**src/include/scc_pkg.sv**
```systemverilog
// Shared constants and types for the security-context cache controller.
package scc_pkg;

    ////////////////////////////////////////////////////////////////////////////
    // Register byte offsets.
    localparam logic [4:0] OFS_CTRL = 5'h00;
    localparam logic [4:0] OFS_PTR = 5'h04;
    localparam logic [4:0] OFS_ID = 5'h08;
    localparam logic [4:0] OFS_MISS = 5'h0C;
    localparam logic [4:0] OFS_FLOW1 = 5'h10;
    localparam logic [4:0] OFS_FLOW0 = 5'h14;
    localparam logic [4:0] OFS_ENG1 = 5'h18;
    localparam logic [4:0] OFS_ENG0 = 5'h1C;

    ////////////////////////////////////////////////////////////////////////////
    // Field positions.
    localparam int CTRL_BUSY_BIT = 31;
    localparam int CTRL_CNT_LSB = 24;
    localparam int CTRL_STATS_BIT = 4;
    localparam int CTRL_P0EN_BIT = 3;
    localparam int CTRL_P1EN_BIT = 2;
    localparam int CTRL_FLUSH_BIT = 1;
    localparam int CTRL_AUTO_BIT = 0;
    localparam int ID_DONE_BIT = 31;
    localparam int ID_ERR_LSB = 28;
    localparam int ID_RAM_LSB = 20;
    localparam int ID_GO_BIT = 19;
    localparam int ID_TEAR_BIT = 17;
    localparam int ID_EVICT_BIT = 16;
    localparam int CNT_W = 7;
    localparam int FLOW_W = 8;
    localparam int ENG_W = 5;
    localparam int SCID_W = 16;
    localparam int RAMIDX_W = 8;

    ////////////////////////////////////////////////////////////////////////////
    // Values after reset.
    localparam logic RST_P0EN = 1'h1;
    localparam logic RST_P1EN = 1'h1;
    localparam logic RST_AUTO = 1'h1;
    localparam logic [31:0] RST_PTR = 32'h0000_0000;
    localparam logic [7:0] RST_FLOW = 8'h00;
    localparam logic [4:0] RST_ENG1 = 5'h00;
    localparam logic [4:0] RST_ENG0 = 5'h08;

    ////////////////////////////////////////////////////////////////////////////
    // Fetch error codes.
    localparam logic [2:0] ERR_OK = 3'h0;
    localparam logic [2:0] ERR_EVICT_MISS = 3'h2;
    localparam logic [2:0] ERR_TEAR_MISS = 3'h3;
    localparam logic [2:0] ERR_OWNER = 3'h4;
    localparam logic [2:0] ERR_NO_AUTO = 3'h6;

    // Cycles spent in the statistics clear.
    localparam logic [3:0] STATS_CLEAR_CYCLES = 4'h4;

    typedef enum logic [2:0] {
        ST_IDLE,
        ST_FLUSH,
        ST_STATS,
        ST_FETCH,
        ST_FINISH
    } scc_state_type;

endpackage : scc_pkg

```
**src/logic/scc_ctrl.sv**
```systemverilog
// Security-context cache control, status and ingress default routing.
//
// Local design decision: the Avalon-MM interface to the registers.
`timescale 1ns/1ps

module scc_ctrl
    import scc_pkg::*;
#(
    parameter int ENTRIES = 16
) (
    // Clock and reset.
    input wire logic clk_sys,
    input wire logic arst_n,
    // Avalon-MM register slave.
    input wire logic [4:0] avs_address,
    input wire logic avs_read,
    input wire logic avs_write,
    input wire logic [31:0] avs_writedata,
    input wire logic [3:0] avs_byteenable,
    output logic [31:0] avs_readdata,
    output logic avs_waitrequest,
    // Ingress ports, index 0 is port zero.
    input wire logic [1:0] inValid,
    input wire logic [1:0] inDefaultSel,
    input wire logic [1:0][ENG_W-1:0] inEngine,
    input wire logic [1:0][SCID_W-1:0] inScId,
    // Routed packet result.
    output logic [1:0] outValid,
    output logic [1:0][FLOW_W-1:0] outFlow,
    output logic [1:0][ENG_W-1:0] outEngine,
    output logic [1:0] outLookup,
    output logic [1:0] outHit,
    // Context fetch from host memory.
    output logic fetchReq,
    output logic [31:0] fetchAddr,
    output logic [SCID_W-1:0] fetchScId,
    output logic fetchAuto,
    input wire logic fetchAck,
    input wire logic fetchOwnerHost
);

    localparam int IDX_W = $clog2(ENTRIES);

    if (ENTRIES < 2 || ENTRIES > 64) begin : gChk
        $error("ENTRIES must lie between 2 and 64");
    end

    ////////////////////////////////////////////////////////////////////////////
    // Registers.
    scc_state_type state_ff;
    logic [3:0] walk_ff;
    logic [IDX_W-1:0] flushIdx_ff;
    logic [ENTRIES-1:0] entValid_ff;
    logic [SCID_W-1:0] entId_ff [ENTRIES];
    logic [IDX_W-1:0] rr_ff;
    logic p0En_ff, p1En_ff, autoEn_ff;
    logic flushBit_ff, statsBit_ff, goBit_ff;
    logic [31:0] ptr_ff;
    logic [1:0][FLOW_W-1:0] flow_ff;
    logic [1:0][ENG_W-1:0] eng_ff;
    logic [31:0] missCnt_ff;
    logic done_ff;
    logic [2:0] err_ff;
    logic [RAMIDX_W-1:0] ramIdx_ff;
    logic tear_ff, evict_ff;
    logic [SCID_W-1:0] scId_ff;
    logic [CNT_W-1:0] ctxCount_ff;
    logic waitReq_ff;
    logic [31:0] rdData_ff;
    logic [1:0] outValid_ff, outLookup_ff, outHit_ff;
    logic [1:0][FLOW_W-1:0] outFlow_ff;
    logic [1:0][ENG_W-1:0] outEngine_ff;
    logic fetchReq_ff, fetchAuto_ff;
    logic [31:0] fetchAddr_ff;
    logic [SCID_W-1:0] fetchScId_ff;

    ////////////////////////////////////////////////////////////////////////////
    // Bus decode. A request is answered on the cycle after it is seen, so
    // every access costs exactly two edges and the read mux stays registered.
    logic accept, wrEn;
    logic [4:0] wordAddr;
    logic [31:0] beMask;
    logic idle;
    logic wrCtrl, wrId;
    logic cmdFlush, cmdStats, cmdOp;

    assign accept = (avs_read | avs_write) & ~waitReq_ff;
    assign wrEn = avs_write & accept;
    assign wordAddr = {avs_address[4:2], 2'b00};
    assign beMask = {{8{avs_byteenable[3]}}, {8{avs_byteenable[2]}},
                     {8{avs_byteenable[1]}}, {8{avs_byteenable[0]}}};
    assign idle = (state_ff == ST_IDLE);
    assign wrCtrl = wrEn & (wordAddr == OFS_CTRL) & avs_byteenable[0];
    assign wrId = wrEn & (wordAddr == OFS_ID);
    // Commands written while busy are dropped rather than queued.
    assign cmdFlush = wrCtrl & idle & avs_writedata[CTRL_FLUSH_BIT];
    assign cmdStats = wrCtrl & idle & avs_writedata[CTRL_STATS_BIT];
    assign cmdOp = wrId & idle & avs_byteenable[2] & avs_writedata[ID_GO_BIT];

    function automatic logic [31:0] merge(input logic [31:0] oldV,
                                          input logic [31:0] newV,
                                          input logic [31:0] m);
        merge = (oldV & ~m) | (newV & m);
    endfunction : merge

    ////////////////////////////////////////////////////////////////////////////
    // Cache lookups: one per ingress port and one for register commands.
    logic [1:0] hit, miss, portEn;
    logic [1:0][SCID_W-1:0] lkId;
    logic regHit;
    logic [IDX_W-1:0] regHitIdx;
    logic [IDX_W-1:0] victim;
    logic haveFree;

    assign portEn = {p1En_ff, p0En_ff};

    for (genvar p = 0; p < 2; p++) begin : gPort
        always_comb begin
            hit[p] = 1'b0;
            for (int e = 0; e < ENTRIES; e++) begin
                if (entValid_ff[e] && entId_ff[e] == inScId[p]) begin
                    hit[p] = 1'b1;
                end
            end
        end
        assign lkId[p] = inScId[p];
        // A disabled port gets no lookup and so can never miss.
        assign miss[p] = inValid[p] & portEn[p] & ~hit[p];

        always_ff @(posedge clk_sys or negedge arst_n) begin
            if (!arst_n) begin
                outValid_ff[p] <= 1'b0;
                outLookup_ff[p] <= 1'b0;
                outHit_ff[p] <= 1'b0;
                outFlow_ff[p] <= RST_FLOW;
                outEngine_ff[p] <= RST_ENG1;
            end else begin
                outValid_ff[p] <= inValid[p];
                outLookup_ff[p] <= inValid[p] & portEn[p];
                outHit_ff[p] <= inValid[p] & portEn[p] & hit[p];
                outFlow_ff[p] <= flow_ff[p];
                outEngine_ff[p] <= inDefaultSel[p] ? eng_ff[p] : inEngine[p];
            end
        end
    end

    always_comb begin
        regHit = 1'b0;
        regHitIdx = '0;
        haveFree = 1'b0;
        victim = rr_ff;
        for (int e = ENTRIES - 1; e >= 0; e--) begin
            if (entValid_ff[e] && entId_ff[e] == avs_writedata[SCID_W-1:0]) begin
                regHit = 1'b1;
                regHitIdx = IDX_W'(e);
            end
            if (!entValid_ff[e]) begin
                haveFree = 1'b1;
                victim = IDX_W'(e);
            end
        end
    end

    // Auto-fetch is only started from idle; a miss seen while busy is counted
    // outside the statistics clear but not fetched, the next packet of that context retries it.
    logic autoStart, noAutoMiss;
    logic [SCID_W-1:0] autoId;
    assign autoStart = idle & ~cmdFlush & ~cmdStats & ~cmdOp & autoEn_ff & (|miss);
    assign noAutoMiss = ~autoEn_ff & (|miss);
    assign autoId = miss[0] ? lkId[0] : lkId[1];

    ////////////////////////////////////////////////////////////////////////////
    // Operation sequencer.
    always_ff @(posedge clk_sys or negedge arst_n) begin
        if (!arst_n) begin
            state_ff <= ST_IDLE;
            walk_ff <= 4'h0;
            flushIdx_ff <= '0;
        end else begin
            case (state_ff)
                ST_IDLE: begin
                    flushIdx_ff <= '0;
                    walk_ff <= 4'h0;
                    if (cmdFlush) begin
                        state_ff <= ST_FLUSH;
                    end else if (cmdStats) begin
                        state_ff <= ST_STATS;
                    end else if (cmdOp) begin
                        if (avs_writedata[ID_TEAR_BIT] || avs_writedata[ID_EVICT_BIT]) begin
                            state_ff <= ST_FINISH;
                        end else begin
                            state_ff <= ST_FETCH;
                        end
                    end else if (autoStart) begin
                        state_ff <= ST_FETCH;
                    end
                end
                ST_FLUSH: begin
                    flushIdx_ff <= flushIdx_ff + IDX_W'(1);
                    if (flushIdx_ff == IDX_W'(ENTRIES - 1)) begin
                        state_ff <= statsBit_ff ? ST_STATS : ST_FINISH;
                    end
                end
                ST_STATS: begin
                    walk_ff <= walk_ff + 4'h1;
                    if (walk_ff == STATS_CLEAR_CYCLES - 4'h1) begin
                        state_ff <= ST_FINISH;
                    end
                end
                ST_FETCH: begin
                    if (fetchAck) begin
                        state_ff <= ST_FINISH;
                    end
                end
                ST_FINISH: begin
                    state_ff <= ST_IDLE;
                end
                default: begin
                    state_ff <= ST_IDLE;
                end
            endcase
        end
    end

    ////////////////////////////////////////////////////////////////////////////
    // Cache table.
    logic fetchOk;
    assign fetchOk = (state_ff == ST_FETCH) & fetchAck & ~fetchOwnerHost;

    always_ff @(posedge clk_sys or negedge arst_n) begin
        if (!arst_n) begin
            entValid_ff <= '0;
            rr_ff <= '0;
            for (int e = 0; e < ENTRIES; e++) begin
                entId_ff[e] <= '0;
            end
        end else begin
            if (state_ff == ST_FLUSH) begin
                entValid_ff[flushIdx_ff] <= 1'b0;
            end else if (cmdOp && regHit &&
                         (avs_writedata[ID_TEAR_BIT] || avs_writedata[ID_EVICT_BIT])) begin
                entValid_ff[regHitIdx] <= 1'b0;
            end else if (fetchOk) begin
                entValid_ff[victim] <= 1'b1;
                entId_ff[victim] <= fetchScId_ff;
                if (!haveFree) begin
                    // Wrap at the last entry, as the depth need not be a power of two.
                    rr_ff <= (rr_ff == IDX_W'(ENTRIES - 1)) ? '0 : rr_ff + IDX_W'(1);
                end
            end
        end
    end

    always_ff @(posedge clk_sys or negedge arst_n) begin
        if (!arst_n) begin
            ctxCount_ff <= '0;
        end else begin
            ctxCount_ff <= CNT_W'($countones(entValid_ff));
        end
    end

    ////////////////////////////////////////////////////////////////////////////
    // Fetch request towards host memory, held until acknowledged.
    always_ff @(posedge clk_sys or negedge arst_n) begin
        if (!arst_n) begin
            fetchReq_ff <= 1'b0;
            fetchAuto_ff <= 1'b0;
            fetchAddr_ff <= RST_PTR;
            fetchScId_ff <= '0;
        end else if (idle && cmdOp && !avs_writedata[ID_TEAR_BIT] &&
                     !avs_writedata[ID_EVICT_BIT]) begin
            fetchReq_ff <= 1'b1;
            fetchAuto_ff <= 1'b0;
            fetchAddr_ff <= ptr_ff;
            fetchScId_ff <= avs_writedata[SCID_W-1:0];
        end else if (autoStart) begin
            fetchReq_ff <= 1'b1;
            fetchAuto_ff <= 1'b1;
            fetchAddr_ff <= ptr_ff;
            fetchScId_ff <= autoId;
        end else if (fetchAck) begin
            fetchReq_ff <= 1'b0;
        end
    end

    ////////////////////////////////////////////////////////////////////////////
    // Command bits and operation status.
    always_ff @(posedge clk_sys or negedge arst_n) begin
        if (!arst_n) begin
            flushBit_ff <= 1'b0;
            statsBit_ff <= 1'b0;
            goBit_ff <= 1'b0;
            done_ff <= 1'b0;
            err_ff <= ERR_OK;
            ramIdx_ff <= '0;
        end else begin
            if (cmdFlush) begin
                flushBit_ff <= 1'b1;
            end else if (state_ff == ST_FLUSH && flushIdx_ff == IDX_W'(ENTRIES - 1)) begin
                flushBit_ff <= 1'b0;
            end
            if (cmdStats) begin
                statsBit_ff <= 1'b1;
            end else if (state_ff == ST_FINISH) begin
                statsBit_ff <= 1'b0;
            end
            if (cmdOp) begin
                goBit_ff <= 1'b1;
                done_ff <= 1'b0;
                err_ff <= ERR_OK;
                if (avs_writedata[ID_TEAR_BIT] || avs_writedata[ID_EVICT_BIT]) begin
                    ramIdx_ff <= RAMIDX_W'(regHitIdx);
                    if (!regHit) begin
                        err_ff <= avs_writedata[ID_TEAR_BIT] ? ERR_TEAR_MISS
                                                              : ERR_EVICT_MISS;
                    end
                end
            end else if (autoStart) begin
                done_ff <= 1'b0;
                err_ff <= ERR_OK;
            end else if (state_ff == ST_FETCH && fetchAck) begin
                err_ff <= fetchOwnerHost ? ERR_OWNER : ERR_OK;
                ramIdx_ff <= RAMIDX_W'(victim);
            end else if (state_ff == ST_FINISH) begin
                goBit_ff <= 1'b0;
                if (!flushBit_ff && !statsBit_ff) begin
                    done_ff <= 1'b1;
                end
            end else if (idle && noAutoMiss) begin
                err_ff <= ERR_NO_AUTO;
            end
        end
    end

    ////////////////////////////////////////////////////////////////////////////
    // Miss counter. The clear holds it at zero while it runs, so misses in
    // that window are not counted.
    always_ff @(posedge clk_sys or negedge arst_n) begin
        if (!arst_n) begin
            missCnt_ff <= 32'h0000_0000;
        end else if (state_ff == ST_STATS) begin
            missCnt_ff <= 32'h0000_0000;
        end else begin
            missCnt_ff <= missCnt_ff + 32'(miss[0]) + 32'(miss[1]);
        end
    end

    ////////////////////////////////////////////////////////////////////////////
    // Software-written configuration.
    logic [31:0] wPtr, wFlow1, wFlow0, wEng1, wEng0, wId;
    assign wPtr = merge(ptr_ff, avs_writedata, beMask);
    assign wFlow1 = merge({24'h000000, flow_ff[1]}, avs_writedata, beMask);
    assign wFlow0 = merge({24'h000000, flow_ff[0]}, avs_writedata, beMask);
    assign wEng1 = merge({27'h0000000, eng_ff[1]}, avs_writedata, beMask);
    assign wEng0 = merge({27'h0000000, eng_ff[0]}, avs_writedata, beMask);
    assign wId = merge({14'h0000, tear_ff, evict_ff, scId_ff}, avs_writedata, beMask);

    always_ff @(posedge clk_sys or negedge arst_n) begin
        if (!arst_n) begin
            p0En_ff <= RST_P0EN;
            p1En_ff <= RST_P1EN;
            autoEn_ff <= RST_AUTO;
            ptr_ff <= RST_PTR;
            flow_ff <= {RST_FLOW, RST_FLOW};
            eng_ff <= {RST_ENG1, RST_ENG0};
            tear_ff <= 1'b0;
            evict_ff <= 1'b0;
            scId_ff <= '0;
        end else if (wrEn) begin
            case (wordAddr)
                OFS_CTRL: begin
                    if (avs_byteenable[0]) begin
                        p0En_ff <= avs_writedata[CTRL_P0EN_BIT];
                        p1En_ff <= avs_writedata[CTRL_P1EN_BIT];
                        autoEn_ff <= avs_writedata[CTRL_AUTO_BIT];
                    end
                end
                OFS_PTR: ptr_ff <= wPtr;
                OFS_FLOW1: flow_ff[1] <= wFlow1[FLOW_W-1:0];
                OFS_FLOW0: flow_ff[0] <= wFlow0[FLOW_W-1:0];
                OFS_ENG1: eng_ff[1] <= wEng1[ENG_W-1:0];
                OFS_ENG0: eng_ff[0] <= wEng0[ENG_W-1:0];
                OFS_ID: begin
                    tear_ff <= wId[ID_TEAR_BIT];
                    evict_ff <= wId[ID_EVICT_BIT];
                    scId_ff <= wId[SCID_W-1:0];
                end
                default: begin
                end
            endcase
        end
    end

    ////////////////////////////////////////////////////////////////////////////
    // Read mux and answer timing.
    logic [31:0] rdMux;
    always_comb begin
        rdMux = 32'h0000_0000;
        case (wordAddr)
            OFS_CTRL: begin
                rdMux[CTRL_BUSY_BIT] = ~idle;
                rdMux[CTRL_CNT_LSB +: CNT_W] = ctxCount_ff;
                rdMux[CTRL_STATS_BIT] = statsBit_ff;
                rdMux[CTRL_P0EN_BIT] = p0En_ff;
                rdMux[CTRL_P1EN_BIT] = p1En_ff;
                rdMux[CTRL_FLUSH_BIT] = flushBit_ff;
                rdMux[CTRL_AUTO_BIT] = autoEn_ff;
            end
            OFS_PTR: rdMux = ptr_ff;
            OFS_ID: begin
                rdMux[ID_DONE_BIT] = done_ff;
                rdMux[ID_ERR_LSB +: 3] = err_ff;
                rdMux[ID_RAM_LSB +: RAMIDX_W] = ramIdx_ff;
                rdMux[ID_GO_BIT] = goBit_ff;
                rdMux[ID_TEAR_BIT] = tear_ff;
                rdMux[ID_EVICT_BIT] = evict_ff;
                rdMux[SCID_W-1:0] = scId_ff;
            end
            OFS_MISS: rdMux = missCnt_ff;
            OFS_FLOW1: rdMux[FLOW_W-1:0] = flow_ff[1];
            OFS_FLOW0: rdMux[FLOW_W-1:0] = flow_ff[0];
            OFS_ENG1: rdMux[ENG_W-1:0] = eng_ff[1];
            OFS_ENG0: rdMux[ENG_W-1:0] = eng_ff[0];
            default: rdMux = 32'h0000_0000;
        endcase
    end

    always_ff @(posedge clk_sys or negedge arst_n) begin
        if (!arst_n) begin
            waitReq_ff <= 1'b1;
            rdData_ff <= 32'h0000_0000;
        end else if (waitReq_ff && (avs_read || avs_write)) begin
            waitReq_ff <= 1'b0;
            rdData_ff <= avs_read ? rdMux : 32'h0000_0000;
        end else begin
            waitReq_ff <= 1'b1;
        end
    end

    ////////////////////////////////////////////////////////////////////////////
    // Outputs.
    assign avs_readdata = rdData_ff;
    assign avs_waitrequest = waitReq_ff;
    assign outValid = outValid_ff;
    assign outFlow = outFlow_ff;
    assign outEngine = outEngine_ff;
    assign outLookup = outLookup_ff;
    assign outHit = outHit_ff;
    assign fetchReq = fetchReq_ff;
    assign fetchAddr = fetchAddr_ff;
    assign fetchScId = fetchScId_ff;
    assign fetchAuto = fetchAuto_ff;

endmodule : scc_ctrl

```
**config.mk**
```make
export PLATFORM = sky130hd
export DESIGN_NAME = scc_ctrl
export DESIGN_NICKNAME = d
export VERILOG_FILES = /design/src/include/scc_pkg.sv /design/src/logic/scc_ctrl.sv
export SDC_FILE = /design/constraint.sdc
export NUM_CORES = 2
export LEC_CHECK = 0
export BUFFER_PORTS_ARGS = -buffer_cell sky130_fd_sc_hd__buf_2
export CAP_MARGIN = 0
export CORE_UTILIZATION = 40
export DETAILED_ROUTE_END_ITERATION = 12
export GPL_ROUTABILITY_DRIVEN = 0
export PLACE_DENSITY = 0.55
export SLEW_MARGIN = 20
export SYNTH_ARGS = -nofsm -noshare
export SYNTH_HDL_FRONTEND = slang
export SYNTH_SLANG_ARGS = --single-unit
export TNS_END_PERCENT = 100
```
**constraint.sdc**
```tcl
create_clock -name clk_sys -period 10.2 [get_ports clk_sys]
set_input_delay 1.53 -clock clk_sys [delete_from_list [all_inputs] [get_ports clk_sys]]
set_output_delay 1.53 -clock clk_sys [all_outputs]
set_load 0.01 [all_outputs]
```
## After elaboration in Yosys (flattened, before gate mapping)

Index checks and enable logic that the tools add are counted.

| word-level totals | value |
|---|---|
| bits in registers | 533 |
| word-level logic and storage cells | 477 |
| output and inout port bits | 115 |
| input bits | 93 |

| cells by class | value |
|---|---|
| $add $sub $neg | 20 |
| reductions and logical operators | 97 |
| equal/unequal tests | 71 |
| bitwise logic cells | 58 |
| magnitude comparators | 8 |
| multiplexer cells | 167 |

Operator list:

| cell | count |
|---|---|
| 16-bit == test | 48 |
| 256-bit bitwise mux | 1 |
| 4-bit two-way mux | 33 |
| 32-bit two-way mux | 4 |
| 16-bit two-way mux | 7 |
| 1-bit two-way mux | 86 |
| 32-bit by 1-bit adder with 32-bit output | 2 |
| 32-bit bitwise AND | 2 |
| 16-bit demux with 4-bit select | 1 |
| 1-bit logical AND | 62 |
| 3-bit two-way mux | 15 |
| 5-bit case mux with 8 select lines | 1 |
| 16-bit bitwise AND | 2 |
| 8-bit two-way mux | 4 |
| 16-bit NOT | 2 |
| 32-bit NOT | 1 |
| 32-bit bitwise OR | 1 |
| 8-bit case mux with 4 select lines | 1 |
| 10-bit case mux with 3 select lines | 1 |
| 1-bit bitwise AND | 25 |
| 18-bit bitwise AND | 1 |
| 18-bit bitwise OR | 1 |
| 1-bit by 1-bit adder with 2-bit output | 8 |
| 8-bit bitwise AND | 2 |
| 44 further kinds | 110 |

## Depth between registers and ports, before layout

| depth | value |
|---|---|
| depth in word-level cells | 28 |
| mapped depth | 19 |
| gate-level depth less buffers | 15 |

## Worst setup path before layout

Ideal clock, no wire load.

| timing | value |
|---|---|
| path type | input to register |
| start | in inScId[8] in the netlist's numbering |
| end | reg missCnt_ff[29] |
| path buffers | 5 |
| stages | 19 |
| path slack | 5147 ps |
| required time | 10068 ps |
| setup time | 132 ps |
| arrival time | 4921 ps |
| cell sequence | buf_2 -> buf_4 -> xor2_1 -> nor4_1 -> nand4_1 -> o32ai_1 -> nor4_1 -> nand3_1 -> buf_2 -> buf_1 -> fa_1 -> inv_1 -> nand3_1 -> or2_2 -> clkbuf_1 -> nor3_1 -> nand3_1 -> xor2_1 -> nor2_1 |

| on the way | value |
|---|---|
| longest elaborated chain between the ends | 23 |
| elaborated cells between the ends (all ways) | 53 |
| those cells by class | 2 x add/sub; 16 x eq/ne; 17 x mux; 2 x bitwise; 16 x reduce/logical |

Ends and longest elaborated chain:

| what | RTL line | RTL |
|---|---|---|
| start, declared | scc_ctrl.sv:26 | `input wire logic [1:0][SCID_W-1:0] inScId,` |
| 16-bit == test | scc_ctrl.sv:121 | `if (entValid_ff[e] && entId_ff[e] == inScId[p]) begin` |
| 1-bit logical AND | scc_ctrl.sv:121 |  |
| 1-bit two-way mux (15 in a row) | scc_ctrl.sv:121 |  |
| 1-bit two-way mux * | scc_ctrl.sv:121 |  |
| 1-bit NOT * | scc_ctrl.sv:128 | `assign miss[p] = inValid[p] & portEn[p] & ~hit[p];` |
| 1-bit bitwise AND * | scc_ctrl.sv:128 |  |
| 32-bit by 1-bit adder with 32-bit output * (2 in a row) | scc_ctrl.sv:344 | `missCnt_ff <= missCnt_ff + 32'(miss[0]) + 32'(miss[1]);` |
| 32-bit two-way mux * | scc_ctrl.sv:341 | `end else if (state_ff == ST_STATS) begin` |
| end signal, assigned | scc_ctrl.sv:344 |  |
| end, declared | scc_ctrl.sv:61 | `logic [31:0] missCnt_ff;` |

Every way passes the cells marked *; elsewhere a longest branch is shown, timed or not.
A chain may end at the register's enable or synchronous reset.

## Final worst setup path

| timing | value |
|---|---|
| start | in inScId[0] in the netlist's numbering |
| end | reg missCnt_ff[31] |

The elaborated chain is that of the path after synthesis.

==> key figures <==
Critical path
  • Worst EP required: 10700 ps
  • Flop-to-flop setup slack: ~5400 ps
  • Crit end category: flip-flop
  • CP startpoint kind: input port
  • CP endpoint: missCnt_ff[31]
  • Worst r2r src: entValid_ff[4]
  • Worst R2R End: missCnt_ff[31]
  • Worst EP arrival: approximately 6500 ps
  • Critical path class: input port to flip-flop
  • Reg2Reg Depth: 13
  • CP startpoint: inScId[0]
  • Worst-path fanout max: 20

GRT
  • Largest net degree at the start of global routing: 162
  • First-pass GRT wire length: 182000 um
  • Vias in the first global route: approximately 25000
  • Initial antenna violation count: 3
  • Total track usage: between 30% and 40%
  • Total grt overflow: 0

Timing
  • Period utilisation layout: 58.7%
  • Final Setup Violations: 0
  • Setup TNS: 0 ps
  • Max-slew violations: 0
  • Clock skew: 44.5 ps
  • Fmax: around 0.17 GHz
  • RSZ-0062 raised after global routing: false
  • Slew headroom: around a quarter
  • Worst slew pin tran: around 1100 ps
  • Minimum clock period: roughly 6000 ps
  • Fin. Hold Viols: 0

Clock network
  • PostCTS Resize Cnt: 0
  • Post-CTS setup buffers: 0
  • Worst-Skew Late Latency: 670 ps
  • CTS Sinks: between 500 and 600
  • Clock slew at reported path FFs: 60 ps
  • Longest Clk Path Bufs: 3
  • H-tree level count: 2
  • Cts hold-fix bufs: 0
  • TritonCTS Buffers: 61
  • CTS tree: done
  • CTS Root Cell: clkbuf_16

Route
  • Final WL: around 130000 um
  • DR vias/cell: ~6
  • Post-route ant nets: 0
  • Drt drc: 0
  • Wire per inst: just under 30 um
  • Via count: between 20000 and 30000
  • TritonRoute pass-1 iters: 6
  • Initial drt markers: 2991

Synthesis
  • Post-synth EDFFs: 0
  • Syn nets: 3270
  • Cell area after synthesis: roughly 32000 um2
  • Main synth FF type: dfrtp_1
  • Asr flop ratio synth: between 90% and 100%
  • Yosys warning count: 0
  • Gate Count Post-Synth: between 3000 and 4000
  • Avg Synthesized Cell Area: 10.2 um2
  • Register area share after synthesis: between 40% and 50%
  • Unique masters post-synth: 88
  • Flops & latches, synth: about 530

Worst hold path
  • Hold Path Class: flip-flop to flip-flop

Pwr
  • Leakage: ~17 nW
  • Cell Int Power: 4.56 mW
  • Flop pwr share: 38.8%
  • Psw: around 2.7 mW
  • VDD IR max: roughly 0.00017 V
  • Comb power frac: between 20% and 30%
  • Pwr dens: 201 nW/um2
  • Clock share of power: a little under a third
  • Switching Share: 36.9%

Die
  • Die Width: 286 um
  • Std-Cell Rows: approximately 100
  • Starting Density: between 40 and 50%
  • Chip height: approximately 290 um
  • # IOs: roughly 210
  • Die area: 81700 um2
  • Core region area: slightly below 80000 um2

Placement
  • DP HPWL: ~80000 um
  • I/O Buffers: approximately 210
  • Placed Area: 33800 um2

Final layout
  • Share of layout cells above drive strength 1: 20.0%
  • Final Cell Area: ~36000 um2
  • Commonest non-fill, non-tap cell in the layout: xor2_1
  • Synthesis-to-layout area growth: 11.4%
  • Fin nets: around 3400
  • Commonest cells after routing, fill and taps aside: xor2_1, dfrtp_1, nand2_1, xnor2_1, mux2_2
  • Post-Route Utilization: a little under half

Job
  • Max-Cap Viols: 0

Run status
  • Status: finished clean
final cells by class:
class | count | area (um2)
inverters | 52 | 195
clock inverters | 31 | 360
fillers | 7710 | 43500
multi-input cells | 2367 | 17600
well taps | 1050 | 1310
diodes | 1 | 2.50
clock buffers | 81 | 1720
repair buffers | 258 | 1450
flip-flops and latches | 529 | 13200
cells by family after synthesis:
logic type / share of synthesized area (%)
XOR/XNOR: 21.6
multiplexers: 10.0
buffers and inverters: 4.31
flip-flops: 41.1
adder cells (fa/ha/maj): 1.15
AND/OR/NAND/NOR: 14.1
AO/OA/AOI/OAI: 7.64
cells in the mapped netlist, drive strengths merged (14+ instances only):
library cell / number / share of area [%]
nand2: 305 / 3.6
mux2: 244 / 8.6
nor2b: 18 / 0.35
nor3b: 14 / 0.33
dfrtp: 524 / 41
a22oi: 20 / 0.47
buf: 122 / 2.7
nor3: 60 / 0.95
nor2: 85 / 1.0
nand3: 61 / 0.95
o221ai: 17 / 0.46
nand4: 122 / 2.4
xor2: 561 / 15
or4: 17 / 0.41
o32ai: 17 / 0.46
nor4: 108 / 2.2
o21ai: 219 / 3.4
inv: 52 / 0.61
clkbuf: 84 / 0.98
a21oi: 37 / 0.66
xnor2: 235 / 6.4
or2: 14 / 0.27
mux2i: 27 / 0.84
and4: 14 / 0.40
worst min-delay path by stage:
stage	startpoint	to	depth (start not counted)
final	flip-flop	outFlow[3]	0
after global routing	flip-flop	outFlow[0]	0
after CTS	flip-flop	outFlow[0]	0
after detailed placement	flip-flop	outFlow[0]	0
after global placement	flip-flop	outFlow[5]	0
after floorplan	flip-flop	outFlow[9]	0
metal layers:
layer | vias to the layer above | global-route usage (%) | routed length, um
met5 | - | 0 | 23
met4 | 4 | 15.8 | 7780
met3 | 438 | 5.89 | 12900
met2 | 1498 | 45.2 | 53200
met1 | 12813 | 42.5 | 52300
li1 | 11201 | - | -
critical path, stage by stage:
cell and delay, ps:
buf_2 800, xor2_1 210, nor4_1 90, nand4_1 280
o32ai_1 180, nor4_1 920, nand3_1 150, buf_4 310
fa_1 410, inv_1 110, nand3_1 270, or2_2 450
nor3_1 400, nand3_1 160, xor2_1 150, nor2_1 50
metrics by stage:
| step | power [mW] | worst slack, ps | hold WS [ps] | std cells |
|---|---|---|---|---|
| after CTS | 7.22 | 4450 | 402 | 4368 |
| after floorplan | 3.95 | 5150 | 364 | 3154 |
| after global routing | 7.51 | 4120 | 412 | 4368 |
| after detailed placement | 4.91 | 3800 | 389 | 4256 |
| final | 7.23 | 4220 | 398 | 4369 |
| after global placement | 4.89 | 3780 | 381 | 4256 |
power groups by stage:
| stage | Clock, mW | Combinational, mW | Sequential [mW] |
|---|---|---|---|
| after floorplan | 0 | 1.20 | 2.75 |
| after global placement | 0 | 2.05 | 2.83 |
| after detailed placement | 0 | 2.08 | 2.83 |
| after CTS | 2.34 | 2.08 | 2.80 |
| after global routing | 2.42 | 2.25 | 2.84 |
| final | 2.30 | 2.12 | 2.80 |
Power figures use the tool's default switching activity.
